`config.mk`:
```
export PLATFORM = sky130hd
export DESIGN_NAME = rsc_reset_ctrl
export DESIGN_NICKNAME = d
export VERILOG_FILES = /design/src/rsc_pkg.sv /design/src/rsc_brownout_filter.sv /design/src/rsc_reset_ctrl.sv /design/src/rsc_sync2.sv
export SDC_FILE = /design/constraint.sdc
export NUM_CORES = 1
export LEC_CHECK = 0
export ABC_AREA = 1
export BUFFER_PORTS_ARGS = -buffer_cell sky130_fd_sc_hd__buf_2
export CORE_ASPECT_RATIO = 1.4
export CORE_UTILIZATION = 40
export CTS_CLUSTER_SIZE = 30
export DETAILED_ROUTE_END_ITERATION = 6
export PLACE_DENSITY_LB_ADDON = 0.15
export SLEW_MARGIN = 10
export SYNTH_ARGS = -nofsm -noshare
export SYNTH_HDL_FRONTEND = slang
export SYNTH_SLANG_ARGS = --single-unit
```
`constraint.sdc`:
```
create_clock -name SYS_CLK -period 2.6 [get_ports SYS_CLK]
set_input_delay 0.26 -clock SYS_CLK [delete_from_list [all_inputs] [get_ports SYS_CLK]]
set_output_delay 0.26 -clock SYS_CLK [all_outputs]
set_load 0.05 [all_outputs]
```
`src/rsc_pkg.sv`:
```
// package: constants and types of the reset source controller
`default_nettype none
package rsc_pkg;
  // apb register byte offsets
  localparam logic [7:0] ADDR_PIN_SEL = 8'h00;
  localparam logic [7:0] ADDR_FLAGS = 8'h04;
  localparam logic [7:0] ADDR_THRESH = 8'h08;
  localparam logic [7:0] ADDR_WIDTH = 8'h0C;
  // reset pin select codes
  localparam logic [7:0] PIN_CODE_IO = 8'h55;
  localparam logic [7:0] PIN_CODE_RES = 8'hAA;
  localparam logic [7:0] PIN_SEL_POR = 8'h55;
  // low voltage threshold codes
  localparam logic [7:0] THR_CODE_1V7 = 8'h66;
  localparam logic [7:0] THR_CODE_1V9 = 8'h55;
  localparam logic [7:0] THR_CODE_2V55 = 8'h33;
  localparam logic [7:0] THR_CODE_3V15 = 8'h99;
  localparam logic [7:0] THR_CODE_3V8 = 8'hAA;
  localparam logic [7:0] THR_CODE_OFF = 8'hF0;
  localparam logic [7:0] THRESH_POR = 8'h66;
  // level index presented to the supply monitor
  localparam logic [2:0] LVL_1V7 = 3'h0;
  localparam logic [2:0] LVL_1V9 = 3'h1;
  localparam logic [2:0] LVL_2V55 = 3'h2;
  localparam logic [2:0] LVL_3V15 = 3'h3;
  localparam logic [2:0] LVL_3V8 = 3'h4;
  localparam logic [2:0] LVL_OFF = 3'h5;
  localparam logic [2:0] LVL_BAD = 3'h7;
  // minimum low width select, in sub-clock rising edges
  localparam logic [1:0] WIDTH_POR = 2'h1;
  localparam logic [7:0] TICKS_SEL0 = 8'h08;
  localparam logic [7:0] TICKS_SEL1 = 8'h20;
  localparam logic [7:0] TICKS_SEL2 = 8'h40;
  localparam logic [7:0] TICKS_SEL3 = 8'h80;
  // flag bit positions and reset value
  localparam int FLG_PIN = 3;
  localparam int FLG_BROWN = 2;
  localparam int FLG_THR = 1;
  localparam int FLG_WDT = 0;
  localparam logic [3:0] FLAGS_POR = 4'h0;
  // timing: times in ns, counts in SYS_CLK cycles rounded up
  localparam int CLK_MHZ = 100;
  localparam int T_FAULT_NS = 2000;
  localparam int T_RELEASE_NS = 1000;
  localparam int FAULT_RAW = (T_FAULT_NS * CLK_MHZ + 999) / 1000;
  localparam int RELEASE_RAW = (T_RELEASE_NS * CLK_MHZ + 999) / 1000;
  localparam int FAULT_CYC = (FAULT_RAW < 1) ? 1 : FAULT_RAW;
  localparam int RELEASE_CYC = (RELEASE_RAW < 1) ? 1 : RELEASE_RAW;
  // reset sequencer states
  typedef enum logic [1:0] {ST_RUN, ST_HOLD, ST_DELAY} rsc_seq_type;
endpackage
`default_nettype wire

```
`src/rsc_brownout_filter.sv`:
```
// low supply duration filter counting sub-clock edges
`timescale 1ns/1ps
`default_nettype none
module rsc_brownout_filter #(
  parameter int CNT_W = 8
) (
  // clock and reset
  input wire logic clk,
  input wire logic rst_n,
  // qualifying inputs, already synchronised
  input wire logic en,
  input wire logic low,
  input wire logic sub_lvl,
  input wire logic [1:0] width_sel,
  // one-cycle pulse once the low state is long enough
  output logic trip
);
  typedef struct packed {
    logic sub_prev;
    logic [CNT_W-1:0] cnt;
    logic trip;
  } rsc_filt_state_type;

  rsc_filt_state_type s_q;
  rsc_filt_state_type s_d;
  logic [CNT_W-1:0] lim;
  logic tick;

  // count rising sub-clock edges while low; any recovery restarts
  always_comb begin
    s_d = s_q;
    unique case (width_sel)
      2'h0: lim = CNT_W'(rsc_pkg::TICKS_SEL0);
      2'h1: lim = CNT_W'(rsc_pkg::TICKS_SEL1);
      2'h2: lim = CNT_W'(rsc_pkg::TICKS_SEL2);
      2'h3: lim = CNT_W'(rsc_pkg::TICKS_SEL3);
    endcase
    tick = sub_lvl && !s_q.sub_prev;
    s_d.sub_prev = sub_lvl;
    s_d.trip = 1'h0;
    if (!en || !low) begin
      s_d.cnt = '0;
    end else if (s_q.cnt > lim - CNT_W'(1)) begin
      // width cut mid-count: low is long enough, trip on the next tick
      s_d.cnt = lim - CNT_W'(1);
    end else if (tick && s_q.cnt < lim) begin
      s_d.cnt = s_q.cnt + CNT_W'(1);
      s_d.trip = (s_q.cnt == lim - CNT_W'(1));
    end
  end

  always_ff @(posedge clk) begin
    if (!rst_n) begin
      s_q <= '{sub_prev: 1'h0, cnt: '0, trip: 1'h0};
    end else begin
      s_q <= s_d;
    end
  end

  assign trip = s_q.trip;
endmodule
`default_nettype wire

```
`src/rsc_reset_ctrl.sv`:
```
// reset source controller: pin reset, brownout, guarded register faults
`timescale 1ns/1ps
`default_nettype none
module rsc_reset_ctrl #(
  parameter int FAULT_CYCLES = rsc_pkg::FAULT_CYC,
  parameter int RELEASE_CYCLES = rsc_pkg::RELEASE_CYC
) (
  // clock and power-on reset
  input wire logic SYS_CLK,
  input wire logic RESET_N,
  // apb slave
  input wire logic PSEL,
  input wire logic PENABLE,
  input wire logic PWRITE,
  input wire logic [7:0] PADDR,
  input wire logic [31:0] PWDATA,
  output logic [31:0] PRDATA,
  output logic PREADY,
  output logic PSLVERR,
  // pin and supply monitor, asynchronous
  input wire logic RESET_PIN_N,
  input wire logic SUPPLY_LOW,
  input wire logic SUB_CLK,
  // power mode and watchdog, same clock
  input wire logic SLEEP_IDLE,
  input wire logic WDT_CTRL_FAULT,
  input wire logic WDT_WARM_RESET,
  // reset and routing outputs
  output logic CPU_RESET,
  output logic PORT_PRESET,
  output logic PIN_RESET_ROLE,
  output logic BROWNOUT_MONITOR_EN,
  output logic [2:0] THRESHOLD_LEVEL
);
  typedef struct packed {
    rsc_pkg::rsc_seq_type st;
    logic [15:0] cnt;
    logic hold_pin;
    logic por;
    logic warm;
    logic [7:0] pin_sel;
    logic [7:0] thresh;
    logic [1:0] width;
    logic [3:0] flags;
    logic pready;
    logic pslverr;
    logic [31:0] prdata;
    logic cpu_reset;
    logic port_preset;
    logic pin_role;
    logic mon_en;
    logic [2:0] level;
  } rsc_ctl_state_type;

  localparam rsc_ctl_state_type POR_STATE = '{
    st: rsc_pkg::ST_DELAY,
    cnt: 16'h0000,
    hold_pin: 1'h0,
    por: 1'h1,
    warm: 1'h0,
    pin_sel: rsc_pkg::PIN_SEL_POR,
    thresh: rsc_pkg::THRESH_POR,
    width: rsc_pkg::WIDTH_POR,
    flags: rsc_pkg::FLAGS_POR,
    pready: 1'h0,
    pslverr: 1'h0,
    prdata: 32'h0000_0000,
    cpu_reset: 1'h1,
    port_preset: 1'h1,
    pin_role: 1'h0,
    mon_en: 1'h0,
    level: rsc_pkg::LVL_1V7
  };

  rsc_ctl_state_type s_q;
  rsc_ctl_state_type s_d;
  logic [2:0] sync_lvl;
  logic pin_n_s;
  logic low_s;
  logic sub_s;
  logic trip;
  logic [2:0] lvl;
  logic pin_bad;
  logic thr_bad;
  logic bus_first;
  logic bus_wr;
  logic go_wdt;
  logic go_fault;
  logic go_brown;
  logic go_pin;
  logic go_warm;
  logic go_any;

  // threshold code to monitor level, anything else is a fault
  function automatic logic [2:0] thr_level(input logic [7:0] code);
    logic [2:0] r;
    r = rsc_pkg::LVL_BAD;
    case (code)
      rsc_pkg::THR_CODE_1V7: r = rsc_pkg::LVL_1V7;
      rsc_pkg::THR_CODE_1V9: r = rsc_pkg::LVL_1V9;
      rsc_pkg::THR_CODE_2V55: r = rsc_pkg::LVL_2V55;
      rsc_pkg::THR_CODE_3V15: r = rsc_pkg::LVL_3V15;
      rsc_pkg::THR_CODE_3V8: r = rsc_pkg::LVL_3V8;
      rsc_pkg::THR_CODE_OFF: r = rsc_pkg::LVL_OFF;
      default: r = rsc_pkg::LVL_BAD;
    endcase
    return r;
  endfunction

  // pin, supply and sub-clock cross in through two flops each
  rsc_sync2 #(
    .WIDTH(3),
    .RST_VAL(3'h1)
  ) u_sync (
    .clk(SYS_CLK),
    .rst_n(RESET_N),
    .async_in({SUB_CLK, SUPPLY_LOW, RESET_PIN_N}),
    .sync_out(sync_lvl)
  );
  assign pin_n_s = sync_lvl[0];
  assign low_s = sync_lvl[1];
  assign sub_s = sync_lvl[2];

  // filter only runs while the cpu runs and the monitor is on
  rsc_brownout_filter #(
    .CNT_W(8)
  ) u_filter (
    .clk(SYS_CLK),
    .rst_n(RESET_N),
    .en(s_q.mon_en && (s_q.st == rsc_pkg::ST_RUN)),
    .low(low_s),
    .sub_lvl(sub_s),
    .width_sel(s_q.width),
    .trip(trip)
  );

  // bus, sequencer and registered outputs
  always_comb begin
    s_d = s_q;
    lvl = thr_level(s_q.thresh);
    pin_bad = (s_q.pin_sel != rsc_pkg::PIN_CODE_IO) &&
              (s_q.pin_sel != rsc_pkg::PIN_CODE_RES);
    thr_bad = (lvl == rsc_pkg::LVL_BAD);
    bus_first = PSEL && PENABLE && !s_q.pready;
    bus_wr = PSEL && PENABLE && PWRITE && s_q.pready;
    go_wdt = 1'h0;
    go_fault = 1'h0;
    go_brown = 1'h0;
    go_pin = 1'h0;
    go_warm = 1'h0;
    // one wait state: data and error sampled on the first access cycle
    s_d.pready = bus_first;
    s_d.pslverr = 1'h0;
    if (bus_first) begin
      s_d.prdata = 32'h0000_0000;
      if (PADDR == rsc_pkg::ADDR_PIN_SEL) begin
        s_d.prdata[7:0] = s_q.pin_sel;
      end else if (PADDR == rsc_pkg::ADDR_FLAGS) begin
        s_d.prdata[3:0] = s_q.flags;
      end else if (PADDR == rsc_pkg::ADDR_THRESH) begin
        s_d.prdata[7:0] = s_q.thresh;
      end else if (PADDR == rsc_pkg::ADDR_WIDTH) begin
        s_d.prdata[1:0] = s_q.width;
      end else begin
        s_d.pslverr = 1'h1;
      end
    end
    // writes land on the edge that completes the access
    if (bus_wr) begin
      if (PADDR == rsc_pkg::ADDR_PIN_SEL) begin
        s_d.pin_sel = PWDATA[7:0];
      end else if (PADDR == rsc_pkg::ADDR_FLAGS) begin
        s_d.flags = s_q.flags & PWDATA[3:0];
      end else if (PADDR == rsc_pkg::ADDR_THRESH) begin
        s_d.thresh = PWDATA[7:0];
      end else if (PADDR == rsc_pkg::ADDR_WIDTH) begin
        s_d.width = PWDATA[1:0];
      end
    end
    // sequencer; the counter times faults in run, release in delay
    unique case (s_q.st)
      rsc_pkg::ST_RUN: begin
        s_d.cnt = (pin_bad || thr_bad) ? s_q.cnt + 16'h0001 : 16'h0000;
        if (WDT_CTRL_FAULT) begin
          go_wdt = 1'h1;
        end else if ((pin_bad || thr_bad) &&
                     s_q.cnt == 16'(FAULT_CYCLES - 1)) begin
          go_fault = 1'h1;
        end else if (trip) begin
          go_brown = 1'h1;
        end else if (s_q.pin_role && !pin_n_s) begin
          go_pin = 1'h1;
        end else if (WDT_WARM_RESET) begin
          go_warm = 1'h1;
        end
      end
      rsc_pkg::ST_HOLD: begin
        // wait until the holding cause has gone away
        if (s_q.hold_pin ? pin_n_s : !low_s) begin
          s_d.st = rsc_pkg::ST_DELAY;
          s_d.cnt = 16'h0000;
        end
      end
      rsc_pkg::ST_DELAY: begin
        s_d.cnt = s_q.cnt + 16'h0001;
        if (s_q.cnt == 16'(RELEASE_CYCLES - 1)) begin
          s_d.st = rsc_pkg::ST_RUN;
          s_d.cnt = 16'h0000;
          s_d.por = 1'h0;
          s_d.warm = 1'h0;
        end
      end
      default: begin
        s_d.st = rsc_pkg::ST_DELAY;
        s_d.cnt = 16'h0000;
      end
    endcase
    go_any = go_wdt || go_fault || go_brown || go_pin || go_warm;
    // reset entry; reloads override a write in the same cycle
    if (go_any) begin
      s_d.st = (go_brown || go_pin) ? rsc_pkg::ST_HOLD : rsc_pkg::ST_DELAY;
      s_d.cnt = 16'h0000;
      s_d.hold_pin = go_pin;
      s_d.warm = go_warm;
      if (!go_warm) begin
        s_d.pin_sel = rsc_pkg::PIN_SEL_POR;
      end
      if (!go_warm && !go_brown) begin
        s_d.thresh = rsc_pkg::THRESH_POR;
      end
    end
    // hardware sets come after the software clear, so sets win
    if (go_wdt) begin
      s_d.flags[rsc_pkg::FLG_WDT] = 1'h1;
    end
    if (go_fault && pin_bad) begin
      s_d.flags[rsc_pkg::FLG_PIN] = 1'h1;
    end
    if (go_fault && thr_bad) begin
      s_d.flags[rsc_pkg::FLG_THR] = 1'h1;
    end
    if (go_brown) begin
      s_d.flags[rsc_pkg::FLG_BROWN] = 1'h1;
    end
    // outputs come from flops, computed from the next state
    s_d.cpu_reset = (s_d.st != rsc_pkg::ST_RUN);
    s_d.port_preset = s_d.por;
    // a pin reset keeps the pin in its reset role while held, until the pin is released
    s_d.pin_role = (s_d.pin_sel == rsc_pkg::PIN_CODE_RES) ||
                   ((s_d.st == rsc_pkg::ST_HOLD) && s_d.hold_pin);
    s_d.level = thr_level(s_d.thresh);
    s_d.mon_en = (s_d.level <= rsc_pkg::LVL_3V8) && !SLEEP_IDLE;
  end

  // power-on reset loads every register with its power-on value
  always_ff @(posedge SYS_CLK) begin
    if (!RESET_N) begin
      s_q <= POR_STATE;
    end else begin
      s_q <= s_d;
    end
  end

  assign PRDATA = s_q.prdata;
  assign PREADY = s_q.pready;
  assign PSLVERR = s_q.pslverr;
  assign CPU_RESET = s_q.cpu_reset;
  assign PORT_PRESET = s_q.port_preset;
  assign PIN_RESET_ROLE = s_q.pin_role;
  assign BROWNOUT_MONITOR_EN = s_q.mon_en;
  assign THRESHOLD_LEVEL = s_q.level;
endmodule
`default_nettype wire

```
`src/rsc_sync2.sv`:
```
// two flip-flop synchroniser for pin level inputs
`timescale 1ns/1ps
`default_nettype none
module rsc_sync2 #(
  parameter int WIDTH = 1,
  parameter logic [WIDTH-1:0] RST_VAL = '0
) (
  // clock and reset
  input wire logic clk,
  input wire logic rst_n,
  // levels
  input wire logic [WIDTH-1:0] async_in,
  output logic [WIDTH-1:0] sync_out
);
  typedef struct packed {
    logic [WIDTH-1:0] meta;
    logic [WIDTH-1:0] stable;
  } rsc_sync_state_type;

  rsc_sync_state_type s_q;
  rsc_sync_state_type s_d;

  // first stage feeds only the second stage
  always_comb begin
    s_d.meta = async_in;
    s_d.stable = s_q.meta;
  end

  always_ff @(posedge clk) begin
    if (!rst_n) begin
      s_q <= '{meta: RST_VAL, stable: RST_VAL};
    end else begin
      s_q <= s_d;
    end
  end

  assign sync_out = s_q.stable;
endmodule
`default_nettype wire

```
After elaboration in Yosys (flattened, before gate mapping)
Index checks and enable logic that the tools add are counted.
Word-level totals
  flip-flop bits (word level): 74
  output and inout port bits: 41
  logic and storage cells: 180
Cells by class
  add/sub/neg operators: 3
  $lt $le $gt $ge: 3
  equality and inequality tests: 33
  muxes and demuxes: 57
  bitwise operators: 7
  reductions and logical operators: 54
Operators with widths (number)
  $eq 8x8->1 const B: 7
  $mux 8: 6
  $pmux 16 s3: 1
  $mux 18: 2
  $pmux 3 s6: 2
  $eq 8x7->1 const B: 4
  $mux 16: 2
  $pmux 8 s4: 1
  $mux 1: 26
  $mux 22: 1
  $reduce_bool 2->1: 10
  $mux 19: 1
  $add 16x1->16 const B: 1
  $eq 16x7->1 const B: 1
  $eq 16x8->1 const B: 1
  $eq 8x4->1 const B: 2
  $eq 8x6->1 const B: 2
  $logic_and 1x1->1: 15
  $mux 14: 1
  $mux 2: 7
  $mux 4: 3
  $reduce_and 3->1: 4
  $mux 10: 1
  $mux 9: 1
  other kinds (27): 55

Depth between registers and ports, before layout
Gate-level depths: netlist of run 1.
  depth in word-level cells: 17
  gate-level depth with buffers: 18
  depth with buffers taken out: 18

Cells and area by module
Synthesis of run 1 repeated with hierarchy kept, for this count alone.
Unflattened totals
  cells, all modules: 644
  area total of the unflattened synthesis: 4370.4 um^2
By module, submodules not included
  rsc_reset_ctrl: times used 1, cells an instance 504, area an instance 3419.5 um^2, seq. area each 1161.1 um^2
  rsc_brownout_filter: times used 1, cells an instance 122, area an instance 785.8 um^2, seq. area each 200.2 um^2
  rsc_sync2: times used 1, cells an instance 18, area an instance 165.2 um^2, seq. area each 120.1 um^2

Worst setup path after synthesis of run 1
OpenSTA, ideal clock, no wires.
  path type: reg2reg
  start: register s_q (netlist bit PREADY)
  end: register s_q (netlist bit THRESHOLD_LEVEL[1])
  setup time: 0.128 ns
  arrival time: 2.068 ns
  required time: 2.472 ns
  path slack: 0.404 ns
  stages on the path, launching flop included: 11
  period minus slack after synthesis: 2.196 ns
  cells stage by stage: dfxtp_1 nand2_1 nor2_4 nand3_2 nor2_1 nor2_1 o41ai_1 nand2_1 nand3_2 o21a_1 nor2_1
Between the ends
  longest elaborated chain between the ends: 6
  elaborated cells on any way between the ends: 11
RTL lines
  start, declared: line rsc_reset_ctrl.sv:75  | rsc_ctl_state_type s_q;
  start signal, assigned: line rsc_reset_ctrl.sv:258  | s_q <= POR_STATE;
  start signal, assigned: line rsc_reset_ctrl.sv:260  | s_q <= s_d;
  $logic_and 1x1->1 (*): line rsc_reset_ctrl.sv:145  | bus_wr = PSEL && PENABLE && PWRITE && s_q.pready;
  $mux 22 (*): line rsc_reset_ctrl.sv:169  | if (bus_wr) begin
  $mux 8: line rsc_reset_ctrl.sv:228  | if (!go_warm && !go_brown) begin
  $mux 16 (*): line rsc_reset_ctrl.sv:220  | if (go_any) begin
  $eq 8x8->1 (tied with other cells): line rsc_reset_ctrl.sv:98  | case (code)
  $pmux 3 s6 (*): line rsc_reset_ctrl.sv:98
Mark *: on every way between the ends. The rest lies on a longest branch, timed or not. The select of a mux whose other input is x is not followed.
A chain may end at the register's enable or synchronous reset.

Worst setup path in the final report of run 1
  start: register s_q[66] (netlist bit)
  end: register s_q[74] (netlist bit)
Between the ends
  longest elaborated chain between the ends: 10
  elaborated cells on any way between the ends: 24
RTL lines
  branches (longest 10 deep; another with $add 16x1->16)
Parallel ways; which one is timed is not known.

==> metrics.log, run 1 <==
INFO  metric hold_viol_final = 0
INFO  metric place.detailed.hpwl = 7894 µm
INFO  metric die_height = 125.5 µm
INFO  metric first_pass_iters = 4
INFO  metric stdcell_area = 4923 µm²
INFO  metric final_nets = 742
INFO  metric pin_count = 92
INFO  metric finalSetupViolCount = 0
INFO  metric grt_setup_unrepaired = no
INFO  metric dominantRegCellSynth = sky130_fd_sc_hd__dfxtp_1
INFO  metric static-leakage-power = 2.358 nW
INFO  metric outcome = completed
INFO  metric grt_pass1_vias = around 3,800
INFO  metric slew_violations = 0
INFO  metric maximum_fanout_count_along_the_critical_path = 15
INFO  metric maximum_number_of_pins_on_one_net_before_global_route_repair = 22
INFO  metric achievable-frequency = 425.5 MHz
INFO  metric max-slew-margin-rel = 65.47%
INFO  metric core = between 10,000 and 15,000 µm²
INFO  metric fp.dieArea = 11,320 µm²
INFO  metric synth_area_leader = sky130_fd_sc_hd__dfxtp_1
INFO  metric fin_worst_skew = 0.006094 ns
INFO  metric drc = 0
INFO  metric route.antenna.remaining_nets = 0
INFO  metric yosys_warnings = 0
INFO  metric total_power = 2.671 mW
INFO  metric floorplan.initialDensity = between 40% and 50%
INFO  metric post-synth-top-count-cell = sky130_fd_sc_hd__nand2_1
INFO  metric clk_pin_slew_worst_paths = 0.05 ns
INFO  metric groute.usage.overall = 19.32%
INFO  metric syn-mean-instance-area = 6.859 µm²
INFO  metric worstPathArrival = 2.60 ns
INFO  metric tritoncts = yes
INFO  metric num_antenna_cells = 0
INFO  metric dpl_worst_slack = 0.2005 ns
INFO  metric setup.worst_path.start_class = flip-flop
INFO  metric gp_congestion = 0.8233
INFO  metric wl = slightly above 10,000 µm
INFO  metric fp.dieW = 90.19 µm
INFO  metric min_path_type = primary input to flip-flop
INFO  metric cts_max_path_buffers = 2
INFO  metric finalWorstPathRequiredPeriod = 2.350 ns
INFO  metric async_flop_share = 0%
INFO  metric ys_ff_latch = 74
INFO  metric power.density = ~540 nW/µm²
INFO  metric tritoncts_num_sinks = 74
INFO  metric dpl-instance-area = 4581 µm²
INFO  metric drt-wirelength-per-cell = 12.57 µm
INFO  metric synth.top_cells.by_count = sky130_fd_sc_hd__nand2_1 (129), sky130_fd_sc_hd__inv_1 (92), sky130_fd_sc_hd__nor2_1 (83), sky130_fd_sc_hd__dfxtp_1 (74), sky130_fd_sc_hd__buf_4 (35)
INFO  metric final_cell_count_no_fill = 823
INFO  metric number_of_enable_flip_flop_cells_after_synthesis = 0
INFO  metric final_min_period_over_clock_period = 90.39%
INFO  metric insertion_delay = 0.34 ns
INFO  metric cts_max_level = 3
INFO  metric drive_above_1_share = about 16%
INFO  metric grt_overflow_total = 0
INFO  metric worstPathRequired = approximately 2.9 ns
INFO  metric finalSetupTns = 0 ns
INFO  metric drtIter0Drc = 137
INFO  metric start_to_end_type_of_the_worst_setup_path = flip-flop to flip-flop
INFO  metric numPortBuffers = 43
INFO  metric mappedNetlistArea = approximately 4400 µm²
INFO  metric synthDistinctLibCells = 48
INFO  metric max_slew.worst_pin.slew = around 0.52 ns
INFO  metric cts.root.buffer_cell = sky130_fd_sc_hd__clkbuf_16
INFO  metric number_of_instances_in_the_synthesized_netlist = 635
INFO  metric synthTopCellsByArea = sky130_fd_sc_hd__dfxtp_1 (34%), sky130_fd_sc_hd__nand2_1 (11%), sky130_fd_sc_hd__inv_1 (7.9%), sky130_fd_sc_hd__nor2_1 (7.2%), sky130_fd_sc_hd__buf_4 (6.0%)
INFO  metric cp-end-kind = flip-flop
INFO  metric worst_ir_drop_vdd = 0.0003371 V
INFO  metric std_cell_rows = 44
INFO  metric max_cap_violations = 0
INFO  metric postCtsHoldBufs = 0
INFO  metric cts_buf_count = 9
INFO  metric grt_antenna_before_repair = 0
INFO  metric grt_pass1_wl = 17,610 µm
INFO  metric area_delta_synth_final = 13.04%
INFO  metric synthDominantCellAreaShare = 34.01%
INFO  metric route.detailed.vias_per_inst = 4.930
INFO  metric dpl.cell_count = 803
INFO  metric synth.yosys.seq_area_share = 34.01%
INFO  metric vias = 4,057
INFO  metric finalWorstSetupSlack = 0.2499 ns
-- what timing repair did --
item / 4_1_cts / 5_1_grt
setup buffers: 0 / 5
gates resized for setup: 0 / 2
endpoints found under the setup margin: 0 / 6
-- worst max-delay path, cell delays in order, from the launching register on --
cell and delay (ns):
sky130_fd_sc_hd__dfxtp_1 0.39, sky130_fd_sc_hd__ha_1 0.19, sky130_fd_sc_hd__nand2_1 0.09, sky130_fd_sc_hd__inv_1 0.06, sky130_fd_sc_hd__nand4_1 0.14, sky130_fd_sc_hd__nor3_4 0.24
sky130_fd_sc_hd__nand2_1 0.12, sky130_fd_sc_hd__nand3_2 0.12, sky130_fd_sc_hd__nand2_1 0.09, sky130_fd_sc_hd__nor2_2 0.12, sky130_fd_sc_hd__inv_2 0.07, sky130_fd_sc_hd__nor2_4 0.11
sky130_fd_sc_hd__nand2_2 0.23, sky130_fd_sc_hd__a211oi_1 0.28
-- cells in the final DEF, fill, tap and decap left out, drive strengths merged, types with 16 or more instances in the layout --
| master | count |
|---|---|
| dfxtp | 74 |
| conb | 24 |
| o21ai | 37 |
| nor3 | 16 |
| nor2 | 89 |
| nand3 | 34 |
| a21oi | 28 |
| inv | 96 |
| buf | 59 |
| nand2 | 133 |
-- registers in the layout, indices dropped and copies added (netlist names) --
name and count:
s_q 41, u_filter.s_q 9, PRDATA 8, THRESHOLD_LEVEL 3, u_sync.s_d 3, u_sync.sync_out 3, BROWNOUT_MONITOR_EN 1, CPU_RESET 1
PIN_RESET_ROLE 1, PORT_PRESET 1, PREADY 1, PSLVERR 1, u_filter.trip 1
-- where the power goes --
group          total, mW  internal, mW  switching [mW]
clock network       1.29         0.834           0.457
registers           1.16          1.15          0.0106
logic              0.217        0.0448           0.172
-- stage by stage --
step                      hold WS, ns  utilization, %
final                          0.1097           47.07
after floorplan                0.3576               -
after global placement         0.3995           43.79
after global routing           0.1073           47.07
after CTS                      0.1024           46.67
after detailed placement       0.4036           43.79
-- routing by layer --
metal / GRT usage, % / vias to the layer above / share of wire [%]
li1: - / 2111 / -
met1: 21.68 / 1839 / 43
met2: 35.07 / 91 / 51
met3: 4.015 / 16 / 3.9
met4: 8.159 / 0 / 2.2
met5: 0 / - / 0
-- logic make-up after synthesis --
kind of cell    synth area share [%]
flops                          34.01
compound gates                 16.17
mux                           0.2298
other cells                  0.08610
xor+xnor                      0.2011
fa+ha+maj                      2.873
buf+inv                        15.89
simple gates                   30.54
-- path summary, 6_finish.rpt --
path                                     from                  to  slack [ns]  depth (start not counted)
worst max-delay path                  s_q[66]             s_q[74]        0.25                         13
worst min-delay path                  SUB_CLK       u_sync.s_d[2]        0.11                          3
worst max register to register        s_q[66]             s_q[74]        0.25                         13
worst min register to register  u_sync.s_d[2]  u_sync.sync_out[2]        0.41                          2
-- layout make-up --
class | instances | area (µm²)
flip-flops and latches | 74 | 1481
fillers | 1110 | 5537
clock buffers | 12 | 236.5
inverters | 96 | 360.3
clock inverters | 3 | 65.06
repair buffers | 59 | 335.3
multi-input cells | 441 | 2272
well taps | 138 | 172.7
No activity file was read; power rests on OpenSTA's default activity.
==> run 2, diff against run 1 <==
- CORE_MARGIN: not set -> 5
==> metrics.log, run 2 (synthesized netlist as in run 1, its figures left out) <==
INFO  metric outcome = completed
INFO  metric route.top_layer_used = met4
INFO  metric clk_pin_slew_worst_paths = 0.05 ns
INFO  metric achievable-frequency = approximately 430 MHz
INFO  metric vias = 4,009
INFO  metric total_power = 2.596 mW
INFO  metric cts_buf_count = 9
INFO  metric fp.dieW = 98.19 µm
INFO  metric finish.utilization = roughly 46%
INFO  metric fp.dieArea = 13,100 µm²
INFO  metric grt_pass1_wl = 17,500 µm
INFO  metric drive_above_1_share = about 15%
INFO  metric finalSetupTns = 0 ns
INFO  metric first_pass_iters = 4
INFO  metric worstPathArrival = 2.55 ns
INFO  metric hold_viol_final = 0
INFO  metric insertion_delay = around 0.33 ns
INFO  metric met1_length = 4384 µm
INFO  metric place.detailed.hpwl = a little over 8000 µm
INFO  metric worst_ir_drop_vdd = 0.0002924 V
INFO  metric num_antenna_cells = 0
INFO  metric met3WireLength = ~570 µm
INFO  metric maximum_fanout_count_along_the_critical_path = 12
INFO  metric min_path_type = primary input to flip-flop
INFO  metric cp-end-kind = flip-flop
INFO  metric max_slew.worst_pin.slew = about 0.54 ns
INFO  metric start_to_end_type_of_the_worst_setup_path = flip-flop to flip-flop
INFO  metric dpl.cell_count = 804
INFO  metric holdPathEnd = u_sync.s_d[2]
INFO  metric largest_register_ff_count = 41
INFO  metric grt_pass1_vias = 3,769
INFO  metric std_cell_rows = 45
INFO  metric die_height = 133.5 µm
INFO  metric postCtsHoldBufs = 0
INFO  metric worstPathRequired = 2.82 ns
INFO  metric gp_congestion = 0.8532
INFO  metric cts_max_path_buffers = 2
INFO  metric final_min_period_over_clock_period = 89.53%
INFO  metric power.density = about 530 nW/µm²
INFO  metric pin_count = 92
INFO  metric finalWorstSetupSlack = 0.2722 ns
INFO  metric tritoncts = yes
INFO  metric finalSetupViolCount = 0
INFO  metric r2r_start = s_q[47]
INFO  metric grt_setup_unrepaired = yes
INFO  metric numPortBuffers = 43
INFO  metric commonest_non_fill_non_tap_cells_in_the_layout = sky130_fd_sc_hd__nand2_1 (129), sky130_fd_sc_hd__inv_1 (92), sky130_fd_sc_hd__nor2_1 (83), sky130_fd_sc_hd__dfxtp_1 (74), sky130_fd_sc_hd__buf_2 (43)
INFO  metric cts.root.buffer_cell = sky130_fd_sc_hd__clkbuf_16
INFO  metric area_delta_synth_final = 12.38%
INFO  metric tritoncts_num_sinks = 74
INFO  metric dpl-instance-area = 4569 µm²
INFO  metric grt_overflow_total = 0
INFO  metric fin_worst_skew = 0.006606 ns
INFO  metric static-leakage-power = 2.339 nW
INFO  metric final_cell_count_no_fill = 821
INFO  metric finalWorstPathRequiredPeriod = 2.328 ns
INFO  metric hold-worst-slack = 0.1130 ns
INFO  metric r2r-end = THRESHOLD_LEVEL[0]
INFO  metric stdcell_area = 4895 µm²
INFO  metric max_flop_register = s_q
INFO  metric max-slew-margin-rel = 63.60%
INFO  metric drt-wirelength-per-cell = 12.88 µm
INFO  metric slew_violations = 0
INFO  metric maximum_number_of_pins_on_one_net_before_global_route_repair = 25
INFO  metric wl_met2 = roughly 5500 µm
INFO  metric ff2ff_path_depth = 18
INFO  metric max_cap_violations = 0
INFO  metric cts_max_level = 3
INFO  metric core = 10,750 µm²
INFO  metric wl = 10,570 µm
INFO  metric drtIter0Drc = 170
INFO  metric worst_hold_startpoint = SUB_CLK
INFO  metric grt_antenna_before_repair = 0
INFO  metric dpl_worst_slack = 0.2557 ns
INFO  metric groute.usage.overall = 16.25%
INFO  metric final_nets = between 700 and 800
INFO  metric reg2reg_setup_slack = 0.27 ns
INFO  metric setup.worst_path.start_class = flip-flop
INFO  metric layout_commonest_cell = sky130_fd_sc_hd__nand2_1
INFO  metric drc = 0
INFO  metric route.antenna.remaining_nets = 0
INFO  metric route.detailed.vias_per_inst = 4.883
INFO  metric floorplan.initialDensity = 40.50%
INFO  metric min_delay_path_depth = 3
[run 2: critical path, stage by stage (launching register included)]
cell and delay, ns:
sky130_fd_sc_hd__dfxtp_1 0.47, sky130_fd_sc_hd__nand2_1 0.08, sky130_fd_sc_hd__nand2_1 0.06, sky130_fd_sc_hd__inv_1 0.04
sky130_fd_sc_hd__nor2_1 0.11, sky130_fd_sc_hd__nand2_1 0.08, sky130_fd_sc_hd__nand2_2 0.11, sky130_fd_sc_hd__nand2_4 0.08
sky130_fd_sc_hd__nand3_2 0.10, sky130_fd_sc_hd__nand2_4 0.07, sky130_fd_sc_hd__o21ai_4 0.34, sky130_fd_sc_hd__buf_4 0.19
sky130_fd_sc_hd__o21ai_0 0.07, sky130_fd_sc_hd__nand2_1 0.07, sky130_fd_sc_hd__nor2_1 0.04, sky130_fd_sc_hd__nor2_1 0.13
sky130_fd_sc_hd__o21ai_1 0.08, sky130_fd_sc_hd__inv_1 0.05, sky130_fd_sc_hd__nor2_1 0.03
[run 2: area by class of cell]
cell class | instances | area, µm²
multi-input combinational | 441 | 2280
timing repair buffer | 54 | 310.3
inverter | 96 | 360.3
sequential | 74 | 1481
fill | 1145 | 5859
clock inverter | 3 | 40.04
clock buffer | 12 | 246.5
tap | 141 | 176.4
[run 2: worst max path at each step]
stage,slack [ns],from,to
floorplan,0.40,PREADY,THRESHOLD_LEVEL[1]
global placement,0.28,s_q[66],BROWNOUT_MONITOR_EN
detailed placement,0.26,s_q[66],BROWNOUT_MONITOR_EN
CTS,0.23,s_q[66],BROWNOUT_MONITOR_EN
global route,-0.01,s_q[66],PIN_RESET_ROLE
finish,0.27,s_q[47],THRESHOLD_LEVEL[0]
[run 2: layer usage]
metal / vias up / GRT usage (%)
met5: - / 0
met1: 1812 / 18.78
met4: 0 / 5.391
li1: 2102 / -
met2: 82 / 29.20
met3: 13 / 3.929
[run 2: timing repair]
item                                    in CTS  in global routing
resized for setup                            0                  3
setup buffers                                0                  2
endpoints found under the setup margin       0                  6
[run 2: where the power goes]
part	internal, mW	leakage, nW	switching [mW]
registers	1.15	0.600	0.0102
logic	0.0449	1.60	0.172
clock network	0.761	0.142	0.456
